===== config.mk =====
export PLATFORM = sky130hd
export DESIGN_NAME = mapt_tracker
export DESIGN_NICKNAME = d
export VERILOG_FILES = /design/src/inc/mapt_pkg.sv /design/src/rtl/mapt_sync.sv /design/src/rtl/mapt_tracker.sv
export VERILOG_INCLUDE_DIRS = /design/src /design/src/inc
export SDC_FILE = /design/constraint.sdc
export NUM_CORES = 1
export LEC_CHECK = 0
export ABC_AREA = 1
export ABC_CLOCK_PERIOD_IN_PS = 4110
export BUFFER_PORTS_ARGS = -buffer_cell sky130_fd_sc_hd__buf_2
export CAP_MARGIN = 20
export CORE_MARGIN = 10
export CORE_UTILIZATION = 35
export CTS_CLUSTER_DIAMETER = 100
export DETAILED_ROUTE_END_ITERATION = 10
export GPL_ROUTABILITY_DRIVEN = 0
export PLACE_DENSITY = 0.53
export SLEW_MARGIN = 10
export SYNTH_ARGS = -nofsm -noshare
export SYNTH_HDL_FRONTEND = slang
export SYNTH_HIERARCHICAL = 1
export SYNTH_SLANG_ARGS = --single-unit

===== constraint.sdc =====
create_clock -name mclk -period 4.11 [get_ports mclk]
set_clock_uncertainty 0.15 [all_clocks]
set_input_delay 0.822 -clock mclk [delete_from_list [all_inputs] [get_ports mclk]]
set_output_delay 0.822 -clock mclk [all_outputs]
set_load 0.01 [all_outputs]

===== src/inc/mapt_params.svh =====
// Purpose: constants of the multiturn absolute position tracker
// Assumes: 50 MHz mclk, plain register port with 16-bit addresses
// Notes: offsets are plain port addresses, one register each
// Function
// - Mode 0: incremental, no retention, unlimited travel
// - Mode 1: linear multiturn, position retained
// - Mode 2: count wraps within zero..upper limit
// - Mode 3: single-turn, overflow raises alarm
// - Code 5 with healthy battery clears overflow and first-use alarms, 3 s timeout
// - Code 9 when homed zeroes count, clears alarm but not low battery
// - Clockwise counts down, counter-clockwise counts up
// - Revolution count wraps at 16-bit signed ends
// - Single-turn range follows encoder resolution
// - Mode 3 target window shifted by offset
// - Multiturn clear keeps single-turn position
// - Mode 1 with new battery flags invalid
// - Homed and healthy battery clears first-use
// - Below 3.2 V alarms until restart
// - Below 2.5 V needs homing and clear
// - Alarm drives alarm output and halts motion
`ifndef MAPT_PARAMS_SVH
`define MAPT_PARAMS_SVH
`define MAPT_A_MODE 16'h2015
`define MAPT_A_LIMIT 16'h2016
`define MAPT_A_STATUS 16'h2017
`define MAPT_A_REV 16'h2018
`define MAPT_A_SPOS 16'h2019
`define MAPT_A_HOFF 16'h201A
`define MAPT_A_TGT 16'h201B
`define MAPT_M_INC 16'h0000
`define MAPT_M_LIN 16'h0001
`define MAPT_M_ROT 16'h0002
`define MAPT_M_SGL 16'h0003
`define MAPT_M_CLRA 16'h0005
`define MAPT_M_CLRM 16'h0009
`define MAPT_MODE_RST 16'h0000
`define MAPT_LIMIT_RST 16'h0000
`define MAPT_REV_ZERO 16'h0000
`define MAPT_REV_ONE 16'h0001
`define MAPT_REV_MAX 16'h7FFF
`define MAPT_REV_MIN 16'h8000
`define MAPT_MAX17 33'h00001FFFF
`define MAPT_MAX23 33'h0007FFFFF
`define MAPT_MASK17 23'h01FFFF
`define MAPT_CLR_TIME_MS 3000
`define MAPT_CLK_KHZ 50000
`define MAPT_ST_ALARM 0
`define MAPT_ST_INVALID 1
`define MAPT_ST_LOW 2
`define MAPT_ST_DEAD 3
`define MAPT_ST_OVF 4
`define MAPT_ST_FAIL 5
`define MAPT_ST_BUSY 6
`define MAPT_ST_TGTOK 7
`endif


===== src/inc/mapt_pkg.sv =====
// Purpose: types of the multiturn absolute position tracker
// Assumes: nothing beyond the params header
// Notes: state of the alarm-clear sequencer
package mapt_pkg;
	typedef enum logic [1:0] {
		MAPT_CLR_IDLE,
		MAPT_CLR_WAIT,
		MAPT_CLR_FAIL
	} mapt_clr_t;
	typedef logic signed [15:0] mapt_rev_t;
endpackage


===== src/rtl/mapt_sync.sv =====
// Purpose: two-flop synchroniser for pin levels
// Assumes: inputs are slow levels
// Notes: first stage is read only by the second
`timescale 1ns/10ps
module mapt_sync #(
	parameter int W = 1
) (
	input wire logic mclk,
	input wire logic nrst,
	input wire logic [W-1:0] pin_in,
	output logic [W-1:0] sync_out
);
	logic [W-1:0] meta_q;
	logic [W-1:0] sync_q;
	always_ff @(posedge mclk) begin
		if (!nrst) begin
			meta_q <= '0;
			sync_q <= '0;
		end else begin
			meta_q <= pin_in;
			sync_q <= meta_q;
		end
	end
	assign sync_out = sync_q;
endmodule


===== src/rtl/mapt_tracker.sv =====
// Purpose: revolution count, mode control and encoder alarm
// Assumes: rev pulses and home_done come from logic on mclk
// Notes: battery pins are asynchronous and synchronised here
`timescale 1ns/10ps
`include "mapt_params.svh"
module mapt_tracker
	import mapt_pkg::*;
#(
	parameter int CLR_TIMEOUT_CYC = `MAPT_CLR_TIME_MS * `MAPT_CLK_KHZ
) (
	input wire logic mclk,
	input wire logic nrst,
	input wire logic [15:0] addr,
	input wire logic [31:0] wdata,
	input wire logic we,
	input wire logic re,
	output logic [31:0] rdata_q,
	input wire logic rev_ccw,
	input wire logic rev_cw,
	input wire logic [22:0] st_pos,
	input wire logic res23,
	input wire logic home_done,
	input wire logic batt_low_pin,
	input wire logic batt_dead_pin,
	input wire logic batt_new_pin,
	output logic alarm_q,
	output logic halt_q,
	output logic retain_q,
	output logic invalid_q
);
	logic [2:0] pins_s;
	logic batt_low_s;
	logic batt_dead_s;
	logic batt_new_s;
	mapt_sync #(.W(3)) u_sync (
		.mclk(mclk),
		.nrst(nrst),
		.pin_in({batt_new_pin, batt_dead_pin, batt_low_pin}),
		.sync_out(pins_s)
	);
	assign batt_low_s = pins_s[0];
	assign batt_dead_s = pins_s[1];
	assign batt_new_s = pins_s[2];

	logic [15:0] mode_q, mode_d, mt_q, mt_d, lim_q, lim_d;
	mapt_rev_t rev_q, rev_d;
	logic [31:0] hoff_q, hoff_d, tgt_q, tgt_d, tmr_q, tmr_d;
	logic ok_q, ok_d, fail_q, fail_d, pend_q, pend_d;
	logic first_q, first_d, low_q, low_d, dead_q, dead_d, ovf_q, ovf_d;
	logic alarm_d, retain_d;
	mapt_clr_t clr_q, clr_d;
	logic step_up, step_dn, bfault, mode_wr, wr9;
	logic [15:0] wmode;
	logic signed [32:0] diff;

	assign step_up = rev_ccw && !rev_cw;
	assign step_dn = rev_cw && !rev_ccw;
	assign bfault = batt_low_s || batt_dead_s;
	assign wmode = wdata[15:0];
	assign mode_wr = we && (addr == `MAPT_A_MODE);
	assign wr9 = mode_wr && (wmode == `MAPT_M_CLRM);
	assign diff = $signed({tgt_q[31], tgt_q}) - $signed({hoff_q[31], hoff_q});

	always_comb begin
		mode_d = mode_q;
		mt_d = mt_q;
		lim_d = lim_q;
		rev_d = rev_q;
		hoff_d = hoff_q;
		tgt_d = tgt_q;
		tmr_d = tmr_q;
		fail_d = fail_q;
		pend_d = pend_q;
		first_d = first_q;
		low_d = low_q;
		dead_d = dead_q;
		ovf_d = ovf_q;
		clr_d = clr_q;
		// Clear sequencer: switch back to multiturn once all alarms are gone
		if (clr_q == MAPT_CLR_WAIT) begin
			if (!(first_q || low_q || dead_q || ovf_q)) begin
				mode_d = mt_q;
				clr_d = MAPT_CLR_IDLE;
			end else if (tmr_q >= 32'(CLR_TIMEOUT_CYC - 1)) begin
				fail_d = 1'b1;
				clr_d = MAPT_CLR_FAIL;
			end else begin
				tmr_d = tmr_q + 32'd1;
			end
		end
		// First-use alarm ends once homed with a healthy battery
		if (first_q && home_done && !bfault) begin
			first_d = 1'b0;
		end
		// Revolution tracking by mode
		unique case (mode_q)
			`MAPT_M_SGL: begin
				// Overflow is flagged below, after the clear codes
				rev_d = rev_q;
			end
			`MAPT_M_ROT: begin
				if (step_up) begin
					rev_d = (rev_q >= $signed(lim_q)) ? `MAPT_REV_ZERO : rev_q + `MAPT_REV_ONE;
				end else if (step_dn) begin
					rev_d = (rev_q <= $signed(`MAPT_REV_ZERO)) ? $signed(lim_q) : rev_q - `MAPT_REV_ONE;
				end
			end
			default: begin
				// Natural 16-bit wrap gives +32767 -> -32768 -> -32767
				if (step_up) begin
					rev_d = rev_q + `MAPT_REV_ONE;
				end else if (step_dn) begin
					rev_d = rev_q - `MAPT_REV_ONE;
				end
			end
		endcase
		// Register writes; unknown mode codes are ignored
		if (mode_wr) begin
			unique case (wmode)
				`MAPT_M_INC, `MAPT_M_SGL: begin
					mode_d = wmode;
					clr_d = MAPT_CLR_IDLE;
				end
				`MAPT_M_LIN, `MAPT_M_ROT: begin
					mode_d = wmode;
					mt_d = wmode;
					clr_d = MAPT_CLR_IDLE;
					if (wmode == `MAPT_M_LIN && pend_q) begin
						first_d = 1'b1;
						pend_d = 1'b0;
					end
				end
				`MAPT_M_CLRA: begin
					mode_d = wmode;
					clr_d = MAPT_CLR_WAIT;
					tmr_d = '0;
					fail_d = 1'b0;
					if (!bfault) begin
						ovf_d = 1'b0;
						first_d = 1'b0;
					end
				end
				`MAPT_M_CLRM: begin
					mode_d = wmode;
					clr_d = MAPT_CLR_WAIT;
					tmr_d = '0;
					fail_d = 1'b0;
					// Clearing unhomed would misplace the origin; it just times out
					if (home_done) begin
						rev_d = `MAPT_REV_ZERO;
						ovf_d = 1'b0;
						if (!bfault) begin
							first_d = 1'b0;
						end
						if (!batt_dead_s) begin
							dead_d = 1'b0;
						end
					end
				end
				default: begin
				end
			endcase
		end
		if (we && addr == `MAPT_A_LIMIT) begin
			lim_d = wdata[15:0];
		end
		if (we && addr == `MAPT_A_HOFF) begin
			hoff_d = wdata;
		end
		if (we && addr == `MAPT_A_TGT) begin
			tgt_d = wdata;
		end
		// Alarm sets last so a set beats a clear in the same cycle
		if ((mode_q == `MAPT_M_SGL) && (step_up || step_dn)) begin
			ovf_d = 1'b1;
		end
		if (batt_low_s) begin
			low_d = 1'b1;
		end
		if (batt_dead_s) begin
			dead_d = 1'b1;
		end
		if (batt_new_s) begin
			pend_d = 1'b1;
		end
		alarm_d = first_d || low_d || dead_d || ovf_d;
		retain_d = (mode_d == `MAPT_M_LIN) || (mode_d == `MAPT_M_ROT);
		// Target window; resolution picks the single-turn span
		ok_d = (mode_q == `MAPT_M_SGL) && !diff[32] &&
			(diff <= (res23 ? `MAPT_MAX23 : `MAPT_MAX17));
	end

	always_ff @(posedge mclk) begin
		if (!nrst) begin
			mode_q <= `MAPT_MODE_RST;
			mt_q <= `MAPT_M_LIN;
			lim_q <= `MAPT_LIMIT_RST;
			rev_q <= `MAPT_REV_ZERO;
			hoff_q <= '0;
			tgt_q <= '0;
			tmr_q <= '0;
			ok_q <= 1'b0;
			fail_q <= 1'b0;
			pend_q <= 1'b0;
			first_q <= 1'b0;
			low_q <= 1'b0;
			dead_q <= 1'b0;
			ovf_q <= 1'b0;
			clr_q <= MAPT_CLR_IDLE;
			alarm_q <= 1'b0;
			halt_q <= 1'b0;
			retain_q <= 1'b0;
			invalid_q <= 1'b0;
		end else begin
			mode_q <= mode_d;
			mt_q <= mt_d;
			lim_q <= lim_d;
			rev_q <= rev_d;
			hoff_q <= hoff_d;
			tgt_q <= tgt_d;
			tmr_q <= tmr_d;
			ok_q <= ok_d;
			fail_q <= fail_d;
			pend_q <= pend_d;
			first_q <= first_d;
			low_q <= low_d;
			dead_q <= dead_d;
			ovf_q <= ovf_d;
			clr_q <= clr_d;
			alarm_q <= alarm_d;
			halt_q <= alarm_d;
			retain_q <= retain_d;
			invalid_q <= first_d;
		end
	end

	logic [31:0] rdata_d;
	logic [31:0] status;
	always_comb begin
		status = '0;
		status[`MAPT_ST_ALARM] = alarm_q;
		status[`MAPT_ST_INVALID] = first_q;
		status[`MAPT_ST_LOW] = low_q;
		status[`MAPT_ST_DEAD] = dead_q;
		status[`MAPT_ST_OVF] = ovf_q;
		status[`MAPT_ST_FAIL] = fail_q;
		status[`MAPT_ST_BUSY] = (clr_q == MAPT_CLR_WAIT);
		status[`MAPT_ST_TGTOK] = ok_q;
		rdata_d = '0;
		if (re) begin
			unique case (addr)
				`MAPT_A_MODE: rdata_d = {16'h0000, mode_q};
				`MAPT_A_LIMIT: rdata_d = {16'h0000, lim_q};
				`MAPT_A_STATUS: rdata_d = status;
				`MAPT_A_REV: rdata_d = {{16{rev_q[15]}}, rev_q};
				`MAPT_A_SPOS: rdata_d = {9'h000, res23 ? st_pos : (st_pos & `MAPT_MASK17)};
				`MAPT_A_HOFF: rdata_d = hoff_q;
				`MAPT_A_TGT: rdata_d = tgt_q;
				default: rdata_d = '0;
			endcase
		end
	end
	always_ff @(posedge mclk) begin
		if (!nrst) begin
			rdata_q <= '0;
		end else begin
			rdata_q <= rdata_d;
		end
	end
endmodule


==> run summary, run 1 <==
## Synthesis
• **most area-hungry cell type in the Yosys netlist** dfxtp_1
• **top cell type's share of synthesized area** 0.3041
• **synthesized area divided by synthesized cell count** 6.291 um2
• **sequential area share after synthesis** 0.3041
• **ranking of synthesized cells by area** dfxtp_1 (30%), nand2_1 (15%), inv_1 (8.7%), a21oi_1 (6.9%), nor2_1 (6.0%)
• **total of flip-flops plus latches after synthesis** 209
• **flip-flop cell with the highest count after synthesis** dfxtp_1
• **count of unique library cells instantiated by Yosys** 57
• **post-synthesis instance area** 0.01376 mm2
• **total number of yosys warnings** 6
• **Syn Inst Count** 2187
• **net count after synthesis** 2330
• **ys async rst share** 0
• **number of flops mapped to enable cells by yosys** 0

## Finish
• **commonest cells after routing, fill and taps aside** nand2_1 (540), inv_1 (319), nor2_1 (221), dfxtp_1 (209), a21oi_1 (191)
• **share of post-route cells with drive strength above 1** 0.09839
• **growth of design area from synthesis to finish** 14.28%
• **Total Nets Final** 2423
• **leading cell type in the layout, fill and taps excluded** nand2_1

## Pwr
• **portion of total power attributed to combinational logic** 0.105
• **Flop pwr share** 0.414
• **Pint** 3.670 mW
• **worst vdd ir** 268.0 uV
• **share of total power consumed by net switching** 0.2715
• **Clock power frac** 0.481
• **total net switching power** 1.368 mW
• **leakage power** 7.145 nW
• **Power Total** 5.038 mW
• **pwr dens** 320.4 mW/mm2

## Status
• **run status** completed

## Clock tree
• **number of post-CTS setup repair buffers** 0
• **clk root buf** clkbuf_16
• **Clk pin slew, worst setup/hold paths** 70 ps
• **number of buffers created by CTS** 26
• **CTS H-tree depth** 1
• **cts repair resizes** 0
• **clock tree from TritonCTS** yes
• **buffer levels on the longest clock path** 3
• **clock sink count** 209
• **clock latency of the later-clocked register in the worst-skew pair** 560 ps
• **Hold Buf Count CTS** 0

## Setup path
• **peak fanout along the critical path** 7
• **Critical Path, Cell by Cell** inv_1, ha_1, nand2_1, nand2_1, nand2_1, nand3_1, nand2_1, nand2_1, a21boi_0, o21ai_0, xor2_1, ha_1, nand2_1, inv_1, o21ai_0, nor2_1, nand3_1, nor3_1, nand4_1, nor2_1
• **delay of the slowest cell on the worst path** 410 ps
• **path depth of the worst reg2reg path** 20
• **type of the worst setup path** register to register
• **kind of start point of the critical path** register
• **critical path buffer and inverter count** 2
• **data arrival at the endpoint of the critical path** 3870 ps
• **CP Depth** 20
• **cell mode on critical path** nand2_1
• **required time of the critical path** 4460 ps
• **crit-path leading delay family** simple AND/OR/NAND/NOR gates
• **endpoint class of the critical path** register
• **Slowest cell on crit path** a21boi_0

## Drt
• **DRC marker count from the first detailed-route iteration** 1152
• **via-per-instance ratio** 5.219
• **final wirelength** 50970 um
• **wire per inst** 18.04 um
• **number of iterations in the first detailed-routing pass** 6
• **count of vias placed by the detailed router** 14.74k
• **DRT antenna net count** 0
• **final routed DRC violation total** 0

## Placement
• **number of buffers added on ports** 117
• **detailed-placement wirelength estimate** 39740 um

## STA
• **setup repair after global routing missed its margin** false
• **number of pins exceeding their max-slew limit in the final report** 0
• **final setup violation count** 0
• **TNS Setup** 0 ps
• **final worst path period need** 3528 ps
• **final worst path period share** 0.8583
• **transition time at the pin with the least slew margin** 983.0 ps
• **worst slew margin relative to its limit** 0.3437
• **final number of hold-violating endpoints** 0
• **maximum operating frequency** 0.2835 GHz

## Floorplanning
• **die height** 218.3 um
• **overall die area** 0.04764 mm2
• **die span in x** 218.3 um
• **placeable core area** 0.03874 mm2
• **io pins** 118
• **effective utilization at floorplan** 0.3552
• **placement row count** 72

## Global route
• **most crowded layer after global routing** met2
• **global-route wire length before repair** 78630 um
• **met2 track utilization from global routing** 0.3218
• **pin count of the biggest net entering global routing** 65
• **combined global-route utilization of all metal layers** 0.2079
• **total overflow reported by the global router** 0
• **number of global-route vias before repair** 13.93k
• **global-route met1 utilization** 0.2784
• **antenna violations before repair** 15
• **global-route track usage on met3** 0.04627

## Run
• **total of max-cap violations** 0

## Worst hold path
• **min-delay worst type** register to register
• **worst hold path stage count** 2

## through the flow
step | std cells | utilization | area (um2) | hold WS (ps) | worst slack (ps)
after detailed placement | 2770 | 0.3825 | 14820 | 253.7 | 641.4
after CTS | 2815 | 0.4052 | 15700 | 267.4 | 610.0
after global routing | 2819 | 0.4055 | 15710 | 277.5 | 169.0
final | 2825 | 0.4059 | 15720 | 265.5 | 582.3
after floorplan | 2187 | - | 13760 | 240.0 | 1139
after global placement | 2770 | 0.3825 | 14820 | 257.9 | 716.6
## path summary, 6_finish.rpt
kind,start,to,slack (ps)
setup / recovery,hoff_q[2],ok_q,580
hold / removal,u_sync/meta_q[1],u_sync/sync_out[1],270
setup reg to reg,hoff_q[2],ok_q,580
hold reg to reg,u_sync/meta_q[1],u_sync/sync_out[1],270
## sequential cells by signal, summed over array words and instances (netlist names), 2 cells and up
name / cells
mt_q: 16
lim_q: 16
tmr_q: 32
clr_q: 2
hoff_q: 32
tgt_q: 32
u_sync/meta_q: 3
u_sync/sync_out: 3
mode_q: 16
rev_q: 16
rdata_q: 32
## cells by family after synthesis
logic type      count (synthesis)  share of synthesized area
simple gates                 1035                     0.3243
compound gates                434                     0.1722
buf+inv                       403                     0.1143
flops                         209                     0.3041
fa+ha+maj                      61                    0.05602
xor+xnor                       42                    0.02674
mux                             3                   0.002364
## metal layers
layer,up-vias,part of all wire
met5,-,0.0015
li1,7310,-
met2,554,0.43
met3,99,0.085
met4,10,0.036
met1,6770,0.45
## cells in the mapped netlist (3+ instances only)
master,number
a211oi_1,8
a21boi_0,3
a21oi_1,191
a22oi_1,5
a31oi_1,6
buf_2,15
buf_4,5
buf_6,3
clkbuf_1,46
dfxtp_1,209
ha_1,60
inv_1,319
inv_2,12
nand2_1,540
nand2_2,6
nand3_1,127
nand3_2,3
nand3b_1,6
nand4_1,39
nor2_1,221
nor2_2,4
nor2_4,4
nor3_1,57
nor3_2,5
nor4_1,9
o2111ai_1,3
o211ai_1,9
o21ai_0,147
o21ai_1,8
o21bai_1,7
o22ai_1,37
xnor2_1,7
xor2_1,35
## worst reg2reg max path, stage by stage, from the launching register on
cell	delay [ps]
dfxtp_1	310
inv_1	60
ha_1	390
nand2_1	110
nand2_1	90
nand2_1	120
nand3_1	140
nand2_1	120
nand2_1	80
a21boi_0	410
o21ai_0	200
xor2_1	180
ha_1	290
nand2_1	50
inv_1	60
o21ai_0	90
nor2_1	130
nand3_1	100
nor3_1	180
nand4_1	110
nor2_1	130
## final cells by class
cell class,count,area (um2)
diodes,10,25.02
clock buffers,34,742.0
clock inverters,11,138.9
fillers,4293,23010
inverters,333,1250
multi-input cells,1575,8001
flip-flops and latches,209,4184
well taps,518,648.1
repair buffers,135,733.2
## power by group through the flow
| stage | registers, mW | logic [mW] | clock network, mW |
|---|---|---|---|
| 2_1_floorplan | 2.10 | 0.365 | 0 |
| 3_3_place_gp | 2.13 | 0.510 | 0 |
| 3_5_place_dp | 2.13 | 0.518 | 0 |
| 4_1_cts | 2.08 | 0.519 | 2.47 |
| 5_1_grt | 2.09 | 0.590 | 2.55 |
| 6_report | 2.09 | 0.527 | 2.43 |
(Power assumes the default switching activity.)
==> run 2: changes to the inputs <==
CORE_UTILIZATION = 45   (was 35)
PLACE_DENSITY = 0.64   (was 0.53)
==> run summary, run 2 (synthesis gave the netlist of run 1 again) <==
## Placement
• **dpl ws** 698.4 ps, +57.03 ps
• **detailed-placement wirelength estimate** 37490 um, -5.7%
• **number of buffers added on ports** 117, unchanged

## Finish
• **share of post-route cells with drive strength above 1** 0.09957, +0.001176
• **fill cell instance count of the final layout** 3082, -28%
• **leading cell type in the layout, fill and taps excluded** nand2_1
• **commonest cells after routing, fill and taps aside** nand2_1 (540), inv_1 (319), nor2_1 (221), dfxtp_1 (209), a21oi_1 (191)
• **Total Nets Final** 2424, +0.041%
• **growth of design area from synthesis to finish** 13.36%

## STA
• **maximum operating frequency** 0.2899 GHz, +2.3%
• **TNS Setup** 0 ps, unchanged
• **worst slew margin relative to its limit** 0.3580, +0.01429
• **final number of hold-violating endpoints** 0, unchanged
• **final setup violation count** 0, unchanged
• **final worst path period share** 0.8394, -0.01894
• **least setup slack across all paths after layout** 660.2 ps, +77.83 ps
• **final worst path period need** 3450 ps, -77.83 ps
• **number of pins exceeding their max-slew limit in the final report** 0, unchanged
• **setup repair after global routing missed its margin** false
• **transition time at the pin with the least slew margin** 961.6 ps, -21.41 ps

## Drt
• **wire length on met2** 21010 um, -3.6%
• **Top Metal Used** met5
• **via-per-instance ratio** 5.513, +5.6%
• **DRC marker count from the first detailed-route iteration** 1747, +52%
• **routed length on met1** 21270 um, -7.3%
• **final wirelength** 48820 um, -4.2%
• **final routed DRC violation total** 0, unchanged
• **wire per inst** 18.05 um, about the same
• **number of iterations in the first detailed-routing pass** 7, +1
• **DRT antenna net count** 0, unchanged
• **WL met3** 4877 um, +13%
• **count of vias placed by the detailed router** 14.91k, +1.1%

## Global route
• **total overflow reported by the global router** 0, unchanged
• **pin count of the biggest net entering global routing** 65, unchanged
• **combined global-route utilization of all metal layers** 0.2443, +0.03645
• **number of global-route vias before repair** 13.92k, -0.036%
• **antenna violations before repair** 14, -1
• **global-route wire length before repair** 76090 um, -3.2%

## Setup path
• **path depth of the worst reg2reg path** 20, unchanged
• **kind of start point of the critical path** register
• **Slowest cell on crit path** ha_1
• **FF-to-FF Start** hoff_q[2]
• **Worst R2R End** ok_q
• **r2r setup slk** 660 ps, +80 ps
• **Critical Path, Cell by Cell** inv_1, ha_1, nand2_1, nand2_1, nand2_1, nand3_1, nand2_1, nand2_1, a21boi_0, o21ai_0, xor2_1, ha_1, nand2_1, inv_1, o21ai_0, nor2_1, nand3_1, nor3_1, nand4_1, nor2_1
• **cell mode on critical path** nand2_1
• **required time of the critical path** 4460 ps, about the same
• **CP Depth** 20, unchanged
• **endpoint class of the critical path** register
• **critical path buffer and inverter count** 2, unchanged
• **launch point of the critical path** hoff_q[2]
• **peak fanout along the critical path** 7, unchanged
• **Worst Setup EP** ok_q
• **data arrival at the endpoint of the critical path** 3800 ps, -70 ps
• **type of the worst setup path** register to register
• **delay of the slowest cell on the worst path** 380 ps, -30 ps
• **crit-path leading delay family** simple AND/OR/NAND/NOR gates

## Pwr
• **portion of total power attributed to combinational logic** 0.105, about the same
• **leakage power** 7.151 nW, about the same
• **pwr dens** 322.0 mW/mm2, +0.50%
• **total net switching power** 1.342 mW, -1.9%
• **Pint** 3.681 mW, +0.28%
• **share of total power consumed by net switching** 0.2672, -0.004306
• **worst vdd ir** 334.2 uV, +25%
• **Clock power frac** 0.480, about the same
• **Flop pwr share** 0.415, about the same

## Floorplanning
• **die height** 194.9 um, -11%
• **effective utilization at floorplan** 0.4605, +0.1054
• **placement row count** 63, -13%
• **io pins** 118, unchanged
• **die span in x** 194.9 um, -11%
• **overall die area** 0.03797 mm2, -20%
• **placeable core area** 0.02987 mm2, -23%

## Worst hold path
• **min-delay worst type** register to register

## Clock tree
• **number of buffers created by CTS** 26, unchanged
• **CTS H-tree depth** 1, unchanged
• **clock latency of the later-clocked register in the worst-skew pair** 550 ps, about the same
• **buffer levels on the longest clock path** 3, unchanged
• **clk root buf** clkbuf_16
• **cts repair resizes** 0, unchanged
• **clock tree from TritonCTS** yes
• **Hold Buf Count CTS** 0, unchanged
• **clock sink count** 209, unchanged
• **Clk pin slew, worst setup/hold paths** 60 ps, about the same
• **number of post-CTS setup repair buffers** 0, unchanged

## Run
• **total of max-cap violations** 0, unchanged

## Status
• **run status** completed

run 2: cell types whose count changed in the layout (fill, tap and decap cells not counted), sizes merged:
cell | before | now
buf | 135 | 136
clkinvlp | 2 | 3
diode | 10 | 14
clkbuf | 34 | 35
run 2: worst reg2reg max path, stage by stage (launching register included):
cell,delay [ps]
dfxtp_1,310
inv_1,60
ha_1,380
nand2_1,100
nand2_1,70
nand2_1,100
nand3_1,140
nand2_1,130
nand2_1,90
a21boi_0,360
o21ai_0,170
xor2_1,170
ha_1,280
nand2_1,40
inv_1,60
o21ai_0,80
nor2_1,150
nand3_1,110
nor3_1,190
nand4_1,120
nor2_1,110
run 2: per-stage QoR:
stage / hold slack, ps / util / cell area [um2] / std cells / power, mW
after global placement: 252.2 / 0.4904 / 14650 / 2643 / 2.630
after global routing: 289.2 / 0.5211 / 15570 / 2693 / 5.215
after detailed placement: 258.6 / 0.4904 / 14650 / 2643 / 2.637
after CTS: 258.1 / 0.5209 / 15560 / 2690 / 5.035
final: 262.8 / 0.5221 / 15600 / 2704 / 5.023
after floorplan: 240.0 / - / 13760 / 2187 / 2.469
run 2: power by group through the flow:
stage	Sequential [mW]	Combinational, mW	Clock, mW
floorplan	2.10	0.365	0
global placement	2.13	0.503	0
detailed placement	2.13	0.510	0
CTS	2.08	0.512	2.44
global route	2.09	0.596	2.53
finish	2.09	0.528	2.41
run 2: how the worst min path moves through the flow:
stage	startpoint	to	slack, ps	depth (start not counted)
2_1_floorplan	u_sync/meta_q[0]	u_sync/sync_out[0]	240	2
3_3_place_gp	u_sync/meta_q[2]	u_sync/sync_out[2]	250	2
3_5_place_dp	u_sync/meta_q[2]	u_sync/sync_out[2]	260	2
4_1_cts	u_sync/meta_q[1]	u_sync/sync_out[1]	260	2
5_1_grt	u_sync/meta_q[2]	u_sync/sync_out[2]	290	2
6_report	u_sync/meta_q[1]	u_sync/sync_out[1]	260	2
run 2: layout make-up:
cell class                 instances  area, um2  area share
antenna                           14      35.03    0.002246
clock buffer                      35      744.5     0.04773
clock inverter                    12      165.2     0.01059
inverter                         333       1250     0.08014
multi-input combinational       1575       8001      0.5130
sequential                       209       4184      0.2683
tap                              390      488.0     0.03129
timing repair buffer             136      728.2     0.04669
run 2: layer usage:
layer | up-vias | global-route usage
li1 | 7318 | -
met1 | 6776 | 0.3251
met2 | 678 | 0.3803
met3 | 127 | 0.05765
met4 | 8 | 0.07861
met5 | - | 0
